$ cat config.mk
export PLATFORM = sky130hd
export DESIGN_NAME = dma_channel_zero_a
export DESIGN_NICKNAME = d
export VERILOG_FILES = /design/src/dma_zero_a_pkg.sv /design/src/xfer_update.sv /design/src/dma_channel_zero_a.sv
export SDC_FILE = /design/constraint.sdc
export NUM_CORES = 1
export LEC_CHECK = 0
export BUFFER_PORTS_ARGS = -buffer_cell sky130_fd_sc_hd__buf_2
export CORE_UTILIZATION = 60
export DETAILED_ROUTE_END_ITERATION = 10
export HOLD_SLACK_MARGIN = 0.08
export PLACE_DENSITY_LB_ADDON = 0.15
export SLEW_MARGIN = 25
export SYNTH_ARGS = -nofsm -noshare
export SYNTH_HDL_FRONTEND = slang
export SYNTH_SLANG_ARGS = --single-unit
export TNS_END_PERCENT = 5
$ cat constraint.sdc
create_clock -name clk -period 4.74 [get_ports clk]
set_input_delay 0.711 -clock clk [delete_from_list [all_inputs] [get_ports clk]]
set_output_delay 0.711 -clock clk [all_outputs]
set_load 0.1 [all_outputs]
$ cat src/dma_zero_a_pkg.sv
// Constants, field layout and state encoding for the channel zero A transfer engine
//
// Notes on behaviour
// - Short mode: trigger field picks timer 0/1/2, A/D end, serial tx-empty or rx-full.
// - Trigger codes 110 and 111 switch the channel into full address mode.
// - End interrupt enable passes or suppresses the transfer-end interrupt request.
// - Transfers run only while the go bit is set; cleared go stops them.
// - Short mode: memory pointer steps by 1 or 2, up or down per direction.
// - Full mode: source pointer fixed unless step enable; then steps 1 or 2.
// - Short I/O and idle modes use the whole 16-bit count as counter.
// - Repeat mode: count high byte is an 8-bit transfer counter.
// - Repeat mode: count low byte holds the initial count for restarts.
// - Full normal mode: the whole 16-bit count is one transfer counter.
// - Full block mode: high byte counts block size, low byte restarts it.
// - I/O pointer gives peripheral address in short mode, ignored in full mode.
////////////////////////////////////////////////////////////////////////////////
`default_nettype none
package dma_zero_a_pkg;
    // Register indices, byte address is four times the index
    localparam logic [19:0] IDX_MEM_PTR = 20'hfff20;
    localparam logic [19:0] IDX_COUNT = 20'hfff24;
    localparam logic [19:0] IDX_IO_PTR = 20'hfff26;
    localparam logic [19:0] IDX_CTRL = 20'hfff27;
    localparam logic [19:0] IDX_B_PTR = 20'hfff28;
    localparam logic [19:0] IDX_IRQ_STAT = 20'hfff40;
    localparam logic [19:0] IDX_IRQ_MASK = 20'hfff41;
    localparam logic [19:0] IDX_AUX = 20'hfff42;
    // Control register field positions
    localparam int GO_BIT = 7;
    localparam int SIZE_BIT = 6;
    localparam int DIR_BIT = 5;
    localparam int RELOAD_BIT = 4;
    localparam int STEP_EN_BIT = 4;
    localparam int IE_BIT = 3;
    localparam int SEL_BIT2 = 2;
    localparam int SEL_BIT1 = 1;
    localparam int SEL_BIT0 = 0;
    localparam int BLOCK_BIT = 0;
    // Interrupt status layout
    localparam int STAT_END = 0;
    localparam int STAT_RELOAD = 1;
    localparam int STAT_W = 2;
    // Trigger sources in short mode
    localparam int TRIG_N = 6;
    localparam logic [2:0] TRIG_AD_END = 3'h3;
    localparam logic [2:0] TRIG_RX_FULL = 3'h5;
    // Values after reset
    localparam logic [31:0] PTR_RST = 32'h0;
    localparam logic [15:0] CNT_RST = 16'h0;
    localparam logic [7:0] IO_RST = 8'h0;
    localparam logic [7:0] CTRL_RST = 8'h0;
    localparam logic [STAT_W-1:0] STAT_RST = 2'h0;
    // Transfer sequencer states
    typedef enum logic [2:0] {
        ST_IDLE = 3'b001,
        ST_REQ = 3'b010,
        ST_UPD = 3'b100
    } xfer_state_e;
endpackage : dma_zero_a_pkg
`default_nettype wire

$ cat src/xfer_update.sv
// Pointer stepping and count arithmetic after one transfer
`timescale 1ns/1ps
`default_nettype none
module xfer_update
    import dma_zero_a_pkg::*;
(
    input wire logic [31:0] mem_ptr,
    input wire logic [15:0] count,
    input wire logic word,
    input wire logic down,
    input wire logic step_en,
    input wire logic reload8,
    output logic [31:0] mem_ptr_nxt,
    output logic [15:0] count_nxt,
    output logic zero
);
    logic [31:0] step;
    logic [7:0] hi_dec;
    logic [15:0] full_dec;

    // Step of one byte or one word
    assign step = word ? 32'h2 : 32'h1;

    // Pointer moves up, down or stays
    always_comb begin
        if (!step_en) begin
            mem_ptr_nxt = mem_ptr;
        end else if (down) begin
            mem_ptr_nxt = mem_ptr - step;
        end else begin
            mem_ptr_nxt = mem_ptr + step;
        end
    end

    // Counter decrement, 8-bit with restart or 16-bit
    assign hi_dec = count[15:8] - 8'h1;
    assign full_dec = count - 16'h1;
    always_comb begin
        if (reload8) begin
            zero = (hi_dec == 8'h0);
            count_nxt = zero ? {count[7:0], count[7:0]} : {hi_dec, count[7:0]};
        end else begin
            zero = (full_dec == 16'h0);
            count_nxt = full_dec;
        end
    end
endmodule : xfer_update
`default_nettype wire

$ cat src/dma_channel_zero_a.sv
// Channel zero A transfer engine with Avalon-MM register slave
//
// The Avalon-MM interface to the registers was chosen for this implementation.
`timescale 1ns/1ps
`default_nettype none
module dma_channel_zero_a
    import dma_zero_a_pkg::*;
#(
    parameter int ADDR_W = 24
)
(
    input wire logic clk,
    input wire logic resetn,
    input wire logic [ADDR_W-1:0] avs_address,
    input wire logic avs_read,
    input wire logic avs_write,
    input wire logic [31:0] avs_writedata,
    input wire logic [3:0] avs_byteenable,
    output logic [31:0] avs_readdata,
    output logic avs_waitrequest,
    input wire logic [TRIG_N-1:0] trig_req,
    input wire logic full_req,
    output logic xfer_valid,
    input wire logic xfer_done,
    output logic [31:0] xfer_mem_addr,
    output logic [31:0] xfer_dst_addr,
    output logic [7:0] xfer_io_addr,
    output logic xfer_word,
    output logic xfer_to_io,
    output logic xfer_full,
    output logic irq
);
    // Byte address must reach the highest index
    if (ADDR_W < 22 || ADDR_W > 32) begin : g_bad_addr_w
        $error("ADDR_W must lie between 22 and 32");
    end

    logic [31:0] mem_ptr_r;
    logic [15:0] count_r;
    logic [7:0] io_ptr_r;
    logic [7:0] ctrl_r;
    logic [31:0] b_ptr_r;
    logic [STAT_W-1:0] stat_r;
    logic [STAT_W-1:0] mask_r;
    logic block_r;
    logic ack_r;
    logic [31:0] rdata_r;
    xfer_state_e state_r;
    logic pend_r;
    logic word_r;
    logic to_io_r;
    logic full_r;

    ////////////////////////////////////////////////////////////////////////////
    // Register bus decode
    ////////////////////////////////////////////////////////////////////////////
    logic [ADDR_W-3:0] widx;
    logic aligned;
    logic hit_mem, hit_cnt, hit_io, hit_ctl, hit_b, hit_stat, hit_mask, hit_aux;
    logic wr_acc, rd_acc;
    logic wr_mem, wr_cnt, wr_io, wr_ctl, wr_b;
    logic [31:0] mrg_mem, mrg_cnt, mrg_io, mrg_ctl, mrg_b;
    logic [31:0] rd_val;

    // Apply byte enables to an old word
    function automatic logic [31:0] be_merge(
        input logic [31:0] old,
        input logic [31:0] wd,
        input logic [3:0] be
    );
        logic [31:0] res;
        res = old;
        for (int i = 0; i < 4; i++) begin
            if (be[i]) begin
                res[i*8 +: 8] = wd[i*8 +: 8];
            end
        end
        return res;
    endfunction : be_merge

    // Word index and register hits
    assign widx = avs_address[ADDR_W-1:2];
    assign aligned = (avs_address[1:0] == 2'h0);
    assign hit_mem = aligned && (widx == (ADDR_W-2)'(IDX_MEM_PTR));
    assign hit_cnt = aligned && (widx == (ADDR_W-2)'(IDX_COUNT));
    assign hit_io = aligned && (widx == (ADDR_W-2)'(IDX_IO_PTR));
    assign hit_ctl = aligned && (widx == (ADDR_W-2)'(IDX_CTRL));
    assign hit_b = aligned && (widx == (ADDR_W-2)'(IDX_B_PTR));
    assign hit_stat = aligned && (widx == (ADDR_W-2)'(IDX_IRQ_STAT));
    assign hit_mask = aligned && (widx == (ADDR_W-2)'(IDX_IRQ_MASK));
    assign hit_aux = aligned && (widx == (ADDR_W-2)'(IDX_AUX));

    // One wait cycle, then the access is taken
    assign avs_waitrequest = (avs_read || avs_write) && !ack_r;
    assign wr_acc = ack_r && avs_write;
    assign rd_acc = ack_r && avs_read;
    assign wr_mem = wr_acc && hit_mem;
    assign wr_cnt = wr_acc && hit_cnt;
    assign wr_io = wr_acc && hit_io;
    assign wr_ctl = wr_acc && hit_ctl;
    assign wr_b = wr_acc && hit_b;
    assign mrg_mem = be_merge(mem_ptr_r, avs_writedata, avs_byteenable);
    assign mrg_cnt = be_merge({16'h0, count_r}, avs_writedata, avs_byteenable);
    assign mrg_io = be_merge({24'h0, io_ptr_r}, avs_writedata, avs_byteenable);
    assign mrg_ctl = be_merge({24'h0, ctrl_r}, avs_writedata, avs_byteenable);
    assign mrg_b = be_merge(b_ptr_r, avs_writedata, avs_byteenable);

    // Access handshake flop
    always_ff @(posedge clk) begin
        if (!resetn) begin
            ack_r <= 1'b0;
        end else begin
            ack_r <= (avs_read || avs_write) && !ack_r;
        end
    end

    // Read multiplexer, unmapped reads give zero
    always_comb begin
        rd_val = 32'h0;
        if (hit_mem) rd_val = mem_ptr_r;
        if (hit_cnt) rd_val = {16'h0, count_r};
        if (hit_io) rd_val = {24'h0, io_ptr_r};
        if (hit_ctl) rd_val = {24'h0, ctrl_r};
        if (hit_b) rd_val = b_ptr_r;
        if (hit_stat) rd_val = {{(32-STAT_W){1'b0}}, stat_r};
        if (hit_mask) rd_val = {{(32-STAT_W){1'b0}}, mask_r};
        if (hit_aux) rd_val = {31'h0, block_r};
    end

    // Read data captured in the wait cycle
    always_ff @(posedge clk) begin
        if (!resetn) begin
            rdata_r <= 32'h0;
        end else if (avs_read && !ack_r) begin
            rdata_r <= rd_val;
        end
    end
    assign avs_readdata = rdata_r;

    ////////////////////////////////////////////////////////////////////////////
    // Mode decode and trigger selection
    ////////////////////////////////////////////////////////////////////////////
    logic go, ie, full_mode, repeat_mode, block_mode, reload8, step_en;
    logic [2:0] sel;
    logic trig_hit, start, upd;
    logic [31:0] mem_nxt;
    logic [15:0] cnt_nxt;
    logic cnt_zero, end_evt, reload_evt;

    assign go = ctrl_r[GO_BIT];
    assign ie = ctrl_r[IE_BIT];
    assign sel = {ctrl_r[SEL_BIT2], ctrl_r[SEL_BIT1], ctrl_r[SEL_BIT0]};
    assign full_mode = sel[2] && sel[1];
    assign repeat_mode = !full_mode && ctrl_r[RELOAD_BIT] && !ie;
    assign block_mode = full_mode && block_r;
    assign reload8 = repeat_mode || block_mode;
    assign step_en = full_mode ? ctrl_r[STEP_EN_BIT] : 1'b1;

    // Selected activation source
    always_comb begin
        if (full_mode) begin
            trig_hit = full_req;
        end else begin
            trig_hit = trig_req[sel];
        end
    end

    // Pending request, a new trigger wins over the clear
    always_ff @(posedge clk) begin
        if (!resetn) begin
            pend_r <= 1'b0;
        end else if (!go) begin
            pend_r <= 1'b0;
        end else begin
            pend_r <= (go && trig_hit) || (pend_r && !start);
        end
    end

    ////////////////////////////////////////////////////////////////////////////
    // Transfer sequencer
    ////////////////////////////////////////////////////////////////////////////
    assign start = (state_r == ST_IDLE) && go && pend_r;
    assign upd = (state_r == ST_UPD);
    assign end_evt = upd && cnt_zero && !repeat_mode;
    assign reload_evt = upd && cnt_zero && reload8;

    // Idle, request held until done, then update
    always_ff @(posedge clk) begin
        if (!resetn) begin
            state_r <= ST_IDLE;
        end else begin
            unique case (state_r)
                ST_IDLE: begin
                    if (start) state_r <= ST_REQ;
                end
                ST_REQ: begin
                    if (xfer_done) state_r <= ST_UPD;
                end
                ST_UPD: begin
                    // A block runs back to back until its size is used up
                    if (block_mode && !cnt_zero && go) begin
                        state_r <= ST_REQ;
                    end else begin
                        state_r <= ST_IDLE;
                    end
                end
            endcase
        end
    end

    // Transfer attributes fixed for the request
    always_ff @(posedge clk) begin
        if (!resetn) begin
            word_r <= 1'b0;
            to_io_r <= 1'b0;
            full_r <= 1'b0;
        end else if (start) begin
            word_r <= ctrl_r[SIZE_BIT];
            to_io_r <= !full_mode && (sel != TRIG_AD_END) && (sel != TRIG_RX_FULL);
            full_r <= full_mode;
        end
    end

    assign xfer_valid = (state_r == ST_REQ);
    assign xfer_mem_addr = mem_ptr_r;
    assign xfer_dst_addr = b_ptr_r;
    assign xfer_io_addr = full_r ? 8'h0 : io_ptr_r;
    assign xfer_word = word_r;
    assign xfer_to_io = to_io_r;
    assign xfer_full = full_r;

    // Next pointer and count after one transfer
    xfer_update u_upd (
        .mem_ptr(mem_ptr_r),
        .count(count_r),
        .word(ctrl_r[SIZE_BIT]),
        .down(ctrl_r[DIR_BIT]),
        .step_en(step_en),
        .reload8(reload8),
        .mem_ptr_nxt(mem_nxt),
        .count_nxt(cnt_nxt),
        .zero(cnt_zero)
    );

    ////////////////////////////////////////////////////////////////////////////
    // Channel registers, software writes win over hardware updates
    ////////////////////////////////////////////////////////////////////////////
    always_ff @(posedge clk) begin
        if (!resetn) begin
            mem_ptr_r <= PTR_RST;
        end else if (wr_mem) begin
            mem_ptr_r <= mrg_mem;
        end else if (upd) begin
            mem_ptr_r <= mem_nxt;
        end
    end

    // Transfer count
    always_ff @(posedge clk) begin
        if (!resetn) begin
            count_r <= CNT_RST;
        end else if (wr_cnt) begin
            count_r <= mrg_cnt[15:0];
        end else if (upd) begin
            count_r <= cnt_nxt;
        end
    end

    // Peripheral pointer and far pointer
    always_ff @(posedge clk) begin
        if (!resetn) begin
            io_ptr_r <= IO_RST;
            b_ptr_r <= PTR_RST;
        end else begin
            if (wr_io) io_ptr_r <= mrg_io[7:0];
            if (wr_b) b_ptr_r <= mrg_b;
        end
    end

    // Control, go cleared by hardware at the end of a run
    always_ff @(posedge clk) begin
        if (!resetn) begin
            ctrl_r <= CTRL_RST;
        end else if (wr_ctl) begin
            ctrl_r <= mrg_ctl[7:0];
        end else if (end_evt) begin
            ctrl_r[GO_BIT] <= 1'b0;
        end
    end

    // Block mode select
    always_ff @(posedge clk) begin
        if (!resetn) begin
            block_r <= 1'b0;
        end else if (wr_acc && hit_aux && avs_byteenable[0]) begin
            block_r <= avs_writedata[BLOCK_BIT];
        end
    end

    ////////////////////////////////////////////////////////////////////////////
    // Interrupt status and mask
    ////////////////////////////////////////////////////////////////////////////
    logic [STAT_W-1:0] stat_set;

    assign stat_set[STAT_END] = end_evt && ie;
    assign stat_set[STAT_RELOAD] = reload_evt;

    // Sticky status, a read clears only the bits it returned, a new event wins
    always_ff @(posedge clk) begin
        if (!resetn) begin
            stat_r <= STAT_RST;
        end else if (rd_acc && hit_stat) begin
            stat_r <= (stat_r & ~rdata_r[STAT_W-1:0]) | stat_set;
        end else begin
            stat_r <= stat_r | stat_set;
        end
    end

    // Mask register
    always_ff @(posedge clk) begin
        if (!resetn) begin
            mask_r <= STAT_RST;
        end else if (wr_acc && hit_mask && avs_byteenable[0]) begin
            mask_r <= avs_writedata[STAT_W-1:0];
        end
    end

    assign irq = |(stat_r & mask_r);
endmodule : dma_channel_zero_a
`default_nettype wire

==> impl_metrics.toml, run 1 <==
[route]
vias = 8920
wl_per_cell_um = 18.8
first_pass_iters = 5
drt-total-wl_um = 27100
ant_nets = 0
viasPerCell = 6.21
drt-initial-drc-count = 871
remaining_drc_errors = 0

[finish]
n_fill_cell = 1201
regArea_sq_mm = 0.00282
areaGrowthSynthToFinish_pct = 16.9
nets = 1347
stdcell_count = 1437
multiInputGateArea_sq_mm = 0.00576
layout_commonest_cell = "buf_2"
final_layout_size_suffix_gt1_share_pct = 21.8
layout_common_cells = "buf_2, nand2_1, dfxtp_1"

[pwr]
vdd_drop_max_uv = 240
power_density_mw_per_mm2 = 263
leakage_nw = 4.58
total_power_mw = 2.75

[worst_hold_path]
min_path_cells = 2
hold_path_end = "xfer_word$_SDFFE_PN0P_"
hold_class = "flop to flop"
hold_path_startpoint = "xfer_word$_SDFFE_PN0P_"

[die]
core-area_sq_mm = 0.0145
ioPinCount = 182
start_util_pct = 61.6
fp.dieH_um = 124
rows = 44
dieArea_sq_mm = 0.0154
fp.dieW_um = 124

[clock_network]
cts_buffer_depth = 2
cts_buffers = 17
clk_latency_ns = 0.43
clk_pin_slew_ns = 0.06
cts_root_buffer = "clkbuf_16"
clock-sinks = 141
holdBufCountCts = 0
ctsHtreeMaxLevel = 4
post_cts_buffers = 0
cts_resized = 0
cts_tree = "yes"

[worst_setup_path]
reg2reg_from = "ctrl_r[5]$_SDFFE_PN0P_"
required_ns = 5.03
start_kind = "flop"
r2r_slack_ns = 1.19
critPathMaxFanout = 20
reg2reg_depth = 10
cp.arrival_ns = 3.83
critPathKind = "flop to flop"
reg2reg_to = "xfer_mem_addr[31]$_SDFFE_PN0P_"
worst_setup_path_end_kind = "flop"

[grt]
grt_max_degree = 99
antenna_found_initial = 1
grt_pass1_vias = 7701
track_usage_pct = 35.4
grt_pass1_wl_um = 41100
overflow = 0

[place]
placedCellCount = 1404
dp_hpwl_um = 20000
gp_congestion = 0.971
portBuffers = 181

[logic_synthesis]
async_reset_ff_share_pct = 0
syn_nets = 1196
ys_ff_latch = 141
ys_types = 78
synthCells = 1088
ys.warnings.count = 0
syn_avg_cell_area_sq_um = 8.23
ys_seq_area_share_pct = 31.5
ys.flop_type = "dfxtp_1"
synth_edf_count = 0
netlist_area_sq_mm = 0.00895

[timing]
skew_ns = 0.00680
tns_ns = 0
tightest_slew_ns = 0.954
min_period_ns = 3.55
post-route-period-util_pct = 74.8
setup_viol = 0
rsz0062_at_grt = "false"
drv_slew = 0
report.final.hold_viol_count = 0
fmax_ghz = 0.282
slew_headroom_pct = 36.1

[run]
cap_violations = 0

[run_status]
status = "finished clean"
-- area by class of cell --
type	count	area share [%]
multi-input cells	865	55.1
repair buffers	192	9.49
flip-flops and latches	141	27.0
diodes	1	0.0239
clock inverters	14	1.27
clock buffers	18	4.20
inverters	22	0.789
well taps	184	2.20
-- registers in the layout, summed over array words and instances (netlist names) --
register and flops:
avs_readdata 32, xfer_dst_addr 32, xfer_mem_addr 32, count_r 16
ctrl_r 8, io_ptr_r 8, state_r 3, mask_r 2
stat_r 2, ack_r 1, block_r 1, pend_r 1
xfer_full 1, xfer_to_io 1, xfer_word 1
-- worst max-delay path by stage --
stage                                       start                              to  slack, ns  depth (start not counted)
final                      ctrl_r[5]$_SDFFE_PN0P_  xfer_mem_addr[31]$_SDFFE_PN0P_       1.19                         10
after CTS                  ctrl_r[5]$_SDFFE_PN0P_  xfer_mem_addr[31]$_SDFFE_PN0P_       1.26                         10
after floorplan           state_r[1]$_SDFFE_PN0P_                      xfer_valid       1.40                          1
after global placement             avs_address[5]          ctrl_r[5]$_SDFFE_PN0P_       1.17                          7
after detailed placement           avs_address[5]          ctrl_r[5]$_SDFFE_PN0P_       1.16                          7
after global routing       ctrl_r[5]$_SDFFE_PN0P_  xfer_mem_addr[29]$_SDFFE_PN0P_       0.95                          9
-- stage by stage --
stage / worst slack [ns] / instance area, sq um / hold slack [ns] / util (%)
2_1_floorplan: 1.40 / 8950 / 0.451 / -
3_3_place_gp: 1.17 / 9890 / 0.458 / 68.0
3_5_place_dp: 1.16 / 9890 / 0.471 / 68.0
4_1_cts: 1.26 / 10500 / 0.480 / 72.0
5_1_grt: 0.950 / 10500 / 0.503 / 72.0
6_report: 1.19 / 10500 / 0.474 / 72.0
-- routing by layer --
layer / vias up / track usage [%] / part of all wire, %
met2: 385 / 51.0 / 43
met4: 0 / 13.5 / 2.9
li1: 4265 / - / -
met1: 4209 / 51.6 / 46
met3: 61 / 6.64 / 8.5
met5: - / 0 / 0
-- Yosys cell counts, drive strengths merged, types with 12 or more instances --
master | n | area [sq um]
buf | 17 | 128
ha | 35 | 438
and2 | 13 | 81.3
a31oi | 17 | 106
o211ai | 21 | 183
nor2b | 53 | 332
nor3 | 43 | 226
nand2b | 13 | 88.8
xnor2 | 22 | 193
mux2i | 49 | 490
nor3b | 12 | 90.1
nand2 | 163 | 639
a22oi | 13 | 97.6
o211a | 24 | 240
mux2 | 20 | 225
xor2 | 17 | 149
nand3 | 18 | 90.1
clkbuf | 43 | 161
a21oi | 73 | 365
dfxtp | 141 | 2820
nor2 | 58 | 228
inv | 22 | 82.6
a21boi | 36 | 270
o21ai | 49 | 245
-- report_power, final --
| group | switching (mW) | internal, mW | leakage [nW] |
|---|---|---|---|
| logic | 0.173 | 0.0673 | 3.17 |
| clock network | 0.564 | 0.743 | 0.274 |
| registers | 0.00796 | 1.20 | 1.14 |
| total | 0.744 | 2.01 | 4.58 |
-- logic make-up after synthesis --
group	Yosys count	share of synthesized area, %
xor+xnor	39	3.82
mux	70	8.25
simple gates	418	23.7
buf+inv	82	4.15
compound gates	301	23.3
fa+ha+maj	37	5.23
flops	141	31.5
-- worst max-delay path: stages (launching register included) --
cell	delay, ns
dfxtp_1	0.83
buf_4	0.34
ha_1	0.32
nand2_1	0.11
nand2_1	0.06
a21o_1	0.17
a21o_1	0.19
or3b_2	0.46
o31ai_1	0.55
mux2i_1	0.30
a211oi_2	0.07
(Power assumes the default switching activity.)
==> run 2, diff against run 1 <==
--- a/config.mk
+++ b/config.mk
@@ -6,7 +6,7 @@
 export NUM_CORES = 1
 export LEC_CHECK = 0
 export BUFFER_PORTS_ARGS = -buffer_cell sky130_fd_sc_hd__buf_2
-export CORE_UTILIZATION = 60
+export CORE_UTILIZATION = 56
 export DETAILED_ROUTE_END_ITERATION = 10
 export HOLD_SLACK_MARGIN = 0.08
 export PLACE_DENSITY_LB_ADDON = 0.15
==> constraint.sdc (replaced) <==
create_clock -name clk -period 3.55 [get_ports clk]
set_input_delay 0.5325 -clock clk [delete_from_list [all_inputs] [get_ports clk]]
set_output_delay 0.5325 -clock clk [all_outputs]
set_load 0.1 [all_outputs]
==> run 2 against run 1 <==
Critical path type unchanged; largest cell class unchanged; cell count increased by 2.6%; sequential power rose by 33%; non-clock buffer count rose by 12; via count grew 0.83%; highest routed layer is now met5; cell area grew 1.3%; flip-flop and latch count unchanged.
==> impl_metrics.toml, run 2 (synthesis gave the netlist of run 1 again) <==
[place]
gp_congestion = 1.00
dp_hpwl_um = 20600
portBuffers = 181

[grt]
grt_max_degree = 100
grt_pass1_vias = 8110
antenna_found_initial = 1
grt_pass1_wl_um = 43500
overflow = 0
track_usage_pct = 33.9

[clock_network]
holdBufCountCts = 0
cts_root_buffer = "clkbuf_16"
cts_buffer_depth = 2
post_cts_buffers = 0
clock-sinks = 141
clk_pin_slew_ns = 0.07
clk_latency_ns = 0.43
cts_resized = 0
ctsHtreeMaxLevel = 4
cts_tree = "yes"
cts_buffers = 17

[die]
fp.dieW_um = 128
fp.dieH_um = 128
dieArea_sq_mm = 0.0165
start_util_pct = 58.0
ioPinCount = 182
core-area_sq_mm = 0.0154
rows = 45

[timing]
tightest_slew_ns = 1.00
post-route-period-util_pct = 90.7
report.final.hold_viol_count = 0
tns_ns = 0
drv_slew = 0
rsz0062_at_grt = "false"
slew_headroom_pct = 32.9
min_period_ns = 3.22
setup_viol = 0
skew_ns = 0.0121
fmax_ghz = 0.311

[run]
cap_violations = 0

[route]
drt-initial-drc-count = 1004
remaining_drc_errors = 0
ant_nets = 0
drt-total-wl_um = 27800
viasPerCell = 6.10
first_pass_iters = 5
vias = 8994
wl_per_cell_um = 18.8

[finish]
final_core_util_pct = 68.7
areaGrowthSynthToFinish_pct = 18.5
nets = 1359
n_fill_cell = 1380
final_layout_size_suffix_gt1_share_pct = 22.6
layout_common_cells = "buf_2, nand2_1, dfxtp_1"
multiInputGateArea_sq_mm = 0.00577
layout_commonest_cell = "buf_2"
regArea_sq_mm = 0.00282
insertedDiodeCount = 0

[worst_setup_path]
required_ns = 3.83
critPathMaxFanout = 9
critPathKind = "flop to flop"
worst_setup_path_end_kind = "flop"
start_kind = "flop"
cp.arrival_ns = 3.50

[pwr]
leakage_nw = 4.66
vdd_drop_max_uv = 353
power_density_mw_per_mm2 = 349

[worst_hold_path]
hold_class = "primary input to flop"

[run_status]
status = "finished clean"
==> run 2: cell count changes in the layout (fill, tap and decap cells not counted) <==
cell	delta
nor2b_2	+1
clkinvlp_4	-1
buf_4	+10
inv_8	+3
clkbuf_8	-1
buf_12	+1
buf_2	+1
inv_6	+1
clkinv_4	-2
diode_2	-1
nor2b_1	-1
==> run 2: cell type report <==
| type | count | area share, % |
|---|---|---|
| Multi-Input combinational cell | 865 | 54.4 |
| Sequential cell | 141 | 26.6 |
| Clock buffer | 17 | 4.01 |
| Inverter | 22 | 0.779 |
| Clock inverter | 15 | 1.42 |
| Timing Repair Buffer | 204 | 10.3 |
| Tap cell | 211 | 2.49 |
==> run 2: critical path, cell delays in order, from the launching register on <==
cell and delay, ns:
dfxtp_1 0.58, ha_1 0.37, a21o_1 0.22, a211o_1 0.28, o21ai_0 0.36, o31a_1 0.24, nor3_1 0.10, o31ai_1 0.56
mux2i_1 0.29, a211oi_2 0.06
==> run 2: layer usage <==
metal | up-vias | share of wire [%] | track usage [%]
met3 | 43 | 8.3 | 5.36
li1 | 4276 | - | -
met1 | 4251 | 46 | 50.8
met4 | 2 | 1.7 | 9.62
met5 | - | 0.036 | 0
met2 | 422 | 43 | 49.9
==> run 2: metrics by stage <==
step	instances	hold WS (ns)	instance area, sq um	setup slack, ns	total power, mW
floorplan	1088	0.451	8950	0.230	1.86
global placement	1443	0.461	10000	0.418	1.96
detailed placement	1443	0.465	10000	0.330	1.96
CTS	1475	0.342	10600	0.383	3.71
global route	1475	0.347	10600	0.142	3.80
finish	1475	0.347	10600	0.332	3.70
==> run 2: path summary, 6_finish.rpt <==
check,from,to,slack (ns),cells past startpoint
setup / recovery,ctrl_r[5]$_SDFFE_PN0P_,xfer_mem_addr[31]$_SDFFE_PN0P_,0.33,9
hold / removal,xfer_done,state_r[2]$_SDFFE_PN0P_,0.35,2
setup reg to reg,ctrl_r[5]$_SDFFE_PN0P_,xfer_mem_addr[31]$_SDFFE_PN0P_,0.33,9
hold reg to reg,xfer_word$_SDFFE_PN0P_,xfer_word$_SDFFE_PN0P_,0.47,2
==> run 2: power by group <==
part           internal [mW]  switching [mW]  total [mW]
Sequential              1.60          0.0109        1.61
Clock                  0.989           0.780        1.77
Combinational         0.0926           0.233       0.326
Total                   2.68            1.02        3.70
==> run 3, diff against run 2 <==
--- a/config.mk
+++ b/config.mk
@@ -6,7 +6,9 @@
 export NUM_CORES = 1
 export LEC_CHECK = 0
 export BUFFER_PORTS_ARGS = -buffer_cell sky130_fd_sc_hd__buf_2
-export CORE_UTILIZATION = 56
+export CELL_PAD_IN_SITES_DETAIL_PLACEMENT = 1
+export CELL_PAD_IN_SITES_GLOBAL_PLACEMENT = 1
+export CORE_UTILIZATION = 41
 export DETAILED_ROUTE_END_ITERATION = 10
 export HOLD_SLACK_MARGIN = 0.08
 export PLACE_DENSITY_LB_ADDON = 0.15
==> run 3 against run 2 <==
Cell area rose by 1.4%; worst hold slack worse by 0.0068 ns; worst setup slack improved by 0.016 ns; cell count up 4.6%; global-route usage shrank 4.4 points; first-iteration DRC count down 47%; count of clock-buffer cells in the layout up 2; critical path type unchanged; highest routed layer is now met4.
==> impl_metrics.toml, run 3 (synthesis gave the netlist of run 1 again) <==
[grt]
antenna_found_initial = 0
overflow = 0
grt_max_degree = 97
grt_pass1_vias = 8904
track_usage_pct = 29.5
grt_pass1_wl_um = 50400

[worst_setup_path]
start_kind = "flop"
required_ns = 3.83
critPathMaxFanout = 19
cp.arrival_ns = 3.49
worst_setup_path_end_kind = "flop"
critPathKind = "flop to flop"

[timing]
setup_viol = 0
tightest_slew_ns = 1.00
drv_slew = 0
slew_headroom_pct = 32.8
skew_ns = 0.0157
tns_ns = 0
min_period_ns = 3.20
report.final.hold_viol_count = 0
post-route-period-util_pct = 90.2
rsz0062_at_grt = "false"
fmax_ghz = 0.312

[finish]
finalInstanceArea_sq_mm = 0.0108
stdcell_count = 1543
final_core_util_pct = 50.7
areaGrowthSynthToFinish_pct = 20.1
nets = 1363
layout_commonest_cell = "buf_2"
final_layout_size_suffix_gt1_share_pct = 22.9
layout_common_cells = "buf_2, nand2_1, dfxtp_1"
insertedDiodeCount = 0

[route]
drt-initial-drc-count = 528
wl_per_cell_um = 21.0
viasPerCell = 5.83
first_pass_iters = 5
vias = 8995
ant_nets = 0
drt-total-wl_um = 32500
remaining_drc_errors = 0

[die]
start_util_pct = 42.2
dieArea_sq_mm = 0.0224
rows = 53
fp.dieW_um = 150
ioPinCount = 182
core-area_sq_mm = 0.0212
fp.dieH_um = 150

[place]
portBuffers = 181
dpl-instance-area_sq_mm = 0.0101
placedCellCount = 1511
gp_congestion = 0.885
dp_hpwl_um = 24100

[clock_network]
ctsHtreeMaxLevel = 4
cts_buffers = 17
cts_resized = 0
cts_buffer_depth = 2
holdBufCountCts = 0
clk_latency_ns = 0.44
post_cts_buffers = 0
cts_tree = "yes"
cts_root_buffer = "clkbuf_16"
clock-sinks = 141
clk_pin_slew_ns = 0.07

[run_status]
status = "finished clean"

[pwr]
total_power_mw = 3.82
power_density_mw_per_mm2 = 355
leakage_nw = 4.69
vdd_drop_max_uv = 276

[run]
cap_violations = 0

[worst_hold_path]
hold_class = "primary input to flop"
[run 3: changes by cell type in the layout (fill, tap and decap cells not counted), moves of 2 or more]
cell	delta
clkinv_2	-2
inv_8	-3
buf_4	+4
clkbuf_8	+2
clkinv_4	+3
[run 3: area by class of cell]
type,instances,area (sq um)
clock buffer,19,453
timing repair buffer,208,1120
clock inverter,13,154
tap,275,344
inverter,22,82.6
sequential,141,2820
multi-input combinational,865,5770
fill,2623,10500
[run 3: power by group]
part	total (mW)	internal, mW	leakage (nW)	switching [mW]
Clock	1.88	1.09	0.292	0.790
Combinational	0.330	0.0922	3.26	0.238
Sequential	1.61	1.60	1.14	0.0132
[run 3: final timing paths]
check	slack [ns]	endpoint	from	cells past startpoint
hold reg to reg	0.47	xfer_word$_SDFFE_PN0P_	xfer_word$_SDFFE_PN0P_	2
setup reg to reg	0.35	xfer_mem_addr[31]$_SDFFE_PN0P_	ctrl_r[5]$_SDFFE_PN0P_	11
hold / removal	0.34	state_r[2]$_SDFFE_PN0P_	xfer_done	2
setup / recovery	0.35	xfer_mem_addr[31]$_SDFFE_PN0P_	ctrl_r[5]$_SDFFE_PN0P_	11
[run 3: critical path: stages, from the launching register on]
cell      delay (ns)
dfxtp_1         0.38
buf_12          0.18
ha_1            0.30
a21oi_1         0.26
o21ai_0         0.28
o21ai_0         0.32
or2_2           0.19
nor3_1          0.06
buf_4           0.15
o31ai_1         0.55
mux2i_1         0.30
a211oi_2        0.06
[run 3: metrics by stage]
step / worst slack, ns / hold WS [ns]
floorplan: 0.230 / 0.451
global placement: 0.409 / 0.457
detailed placement: 0.380 / 0.463
CTS: 0.390 / 0.331
global route: 0.148 / 0.335
finish: 0.348 / 0.340
[run 3: metal layers]
metal  GRT usage, %  share of wire [%]  up-vias
li1               -                  -     4272
met4           9.49                1.8        0
met3           3.57                4.1       33
met1           41.8                 49     4481
met5              0                  0        -
met2           46.3                 45      209
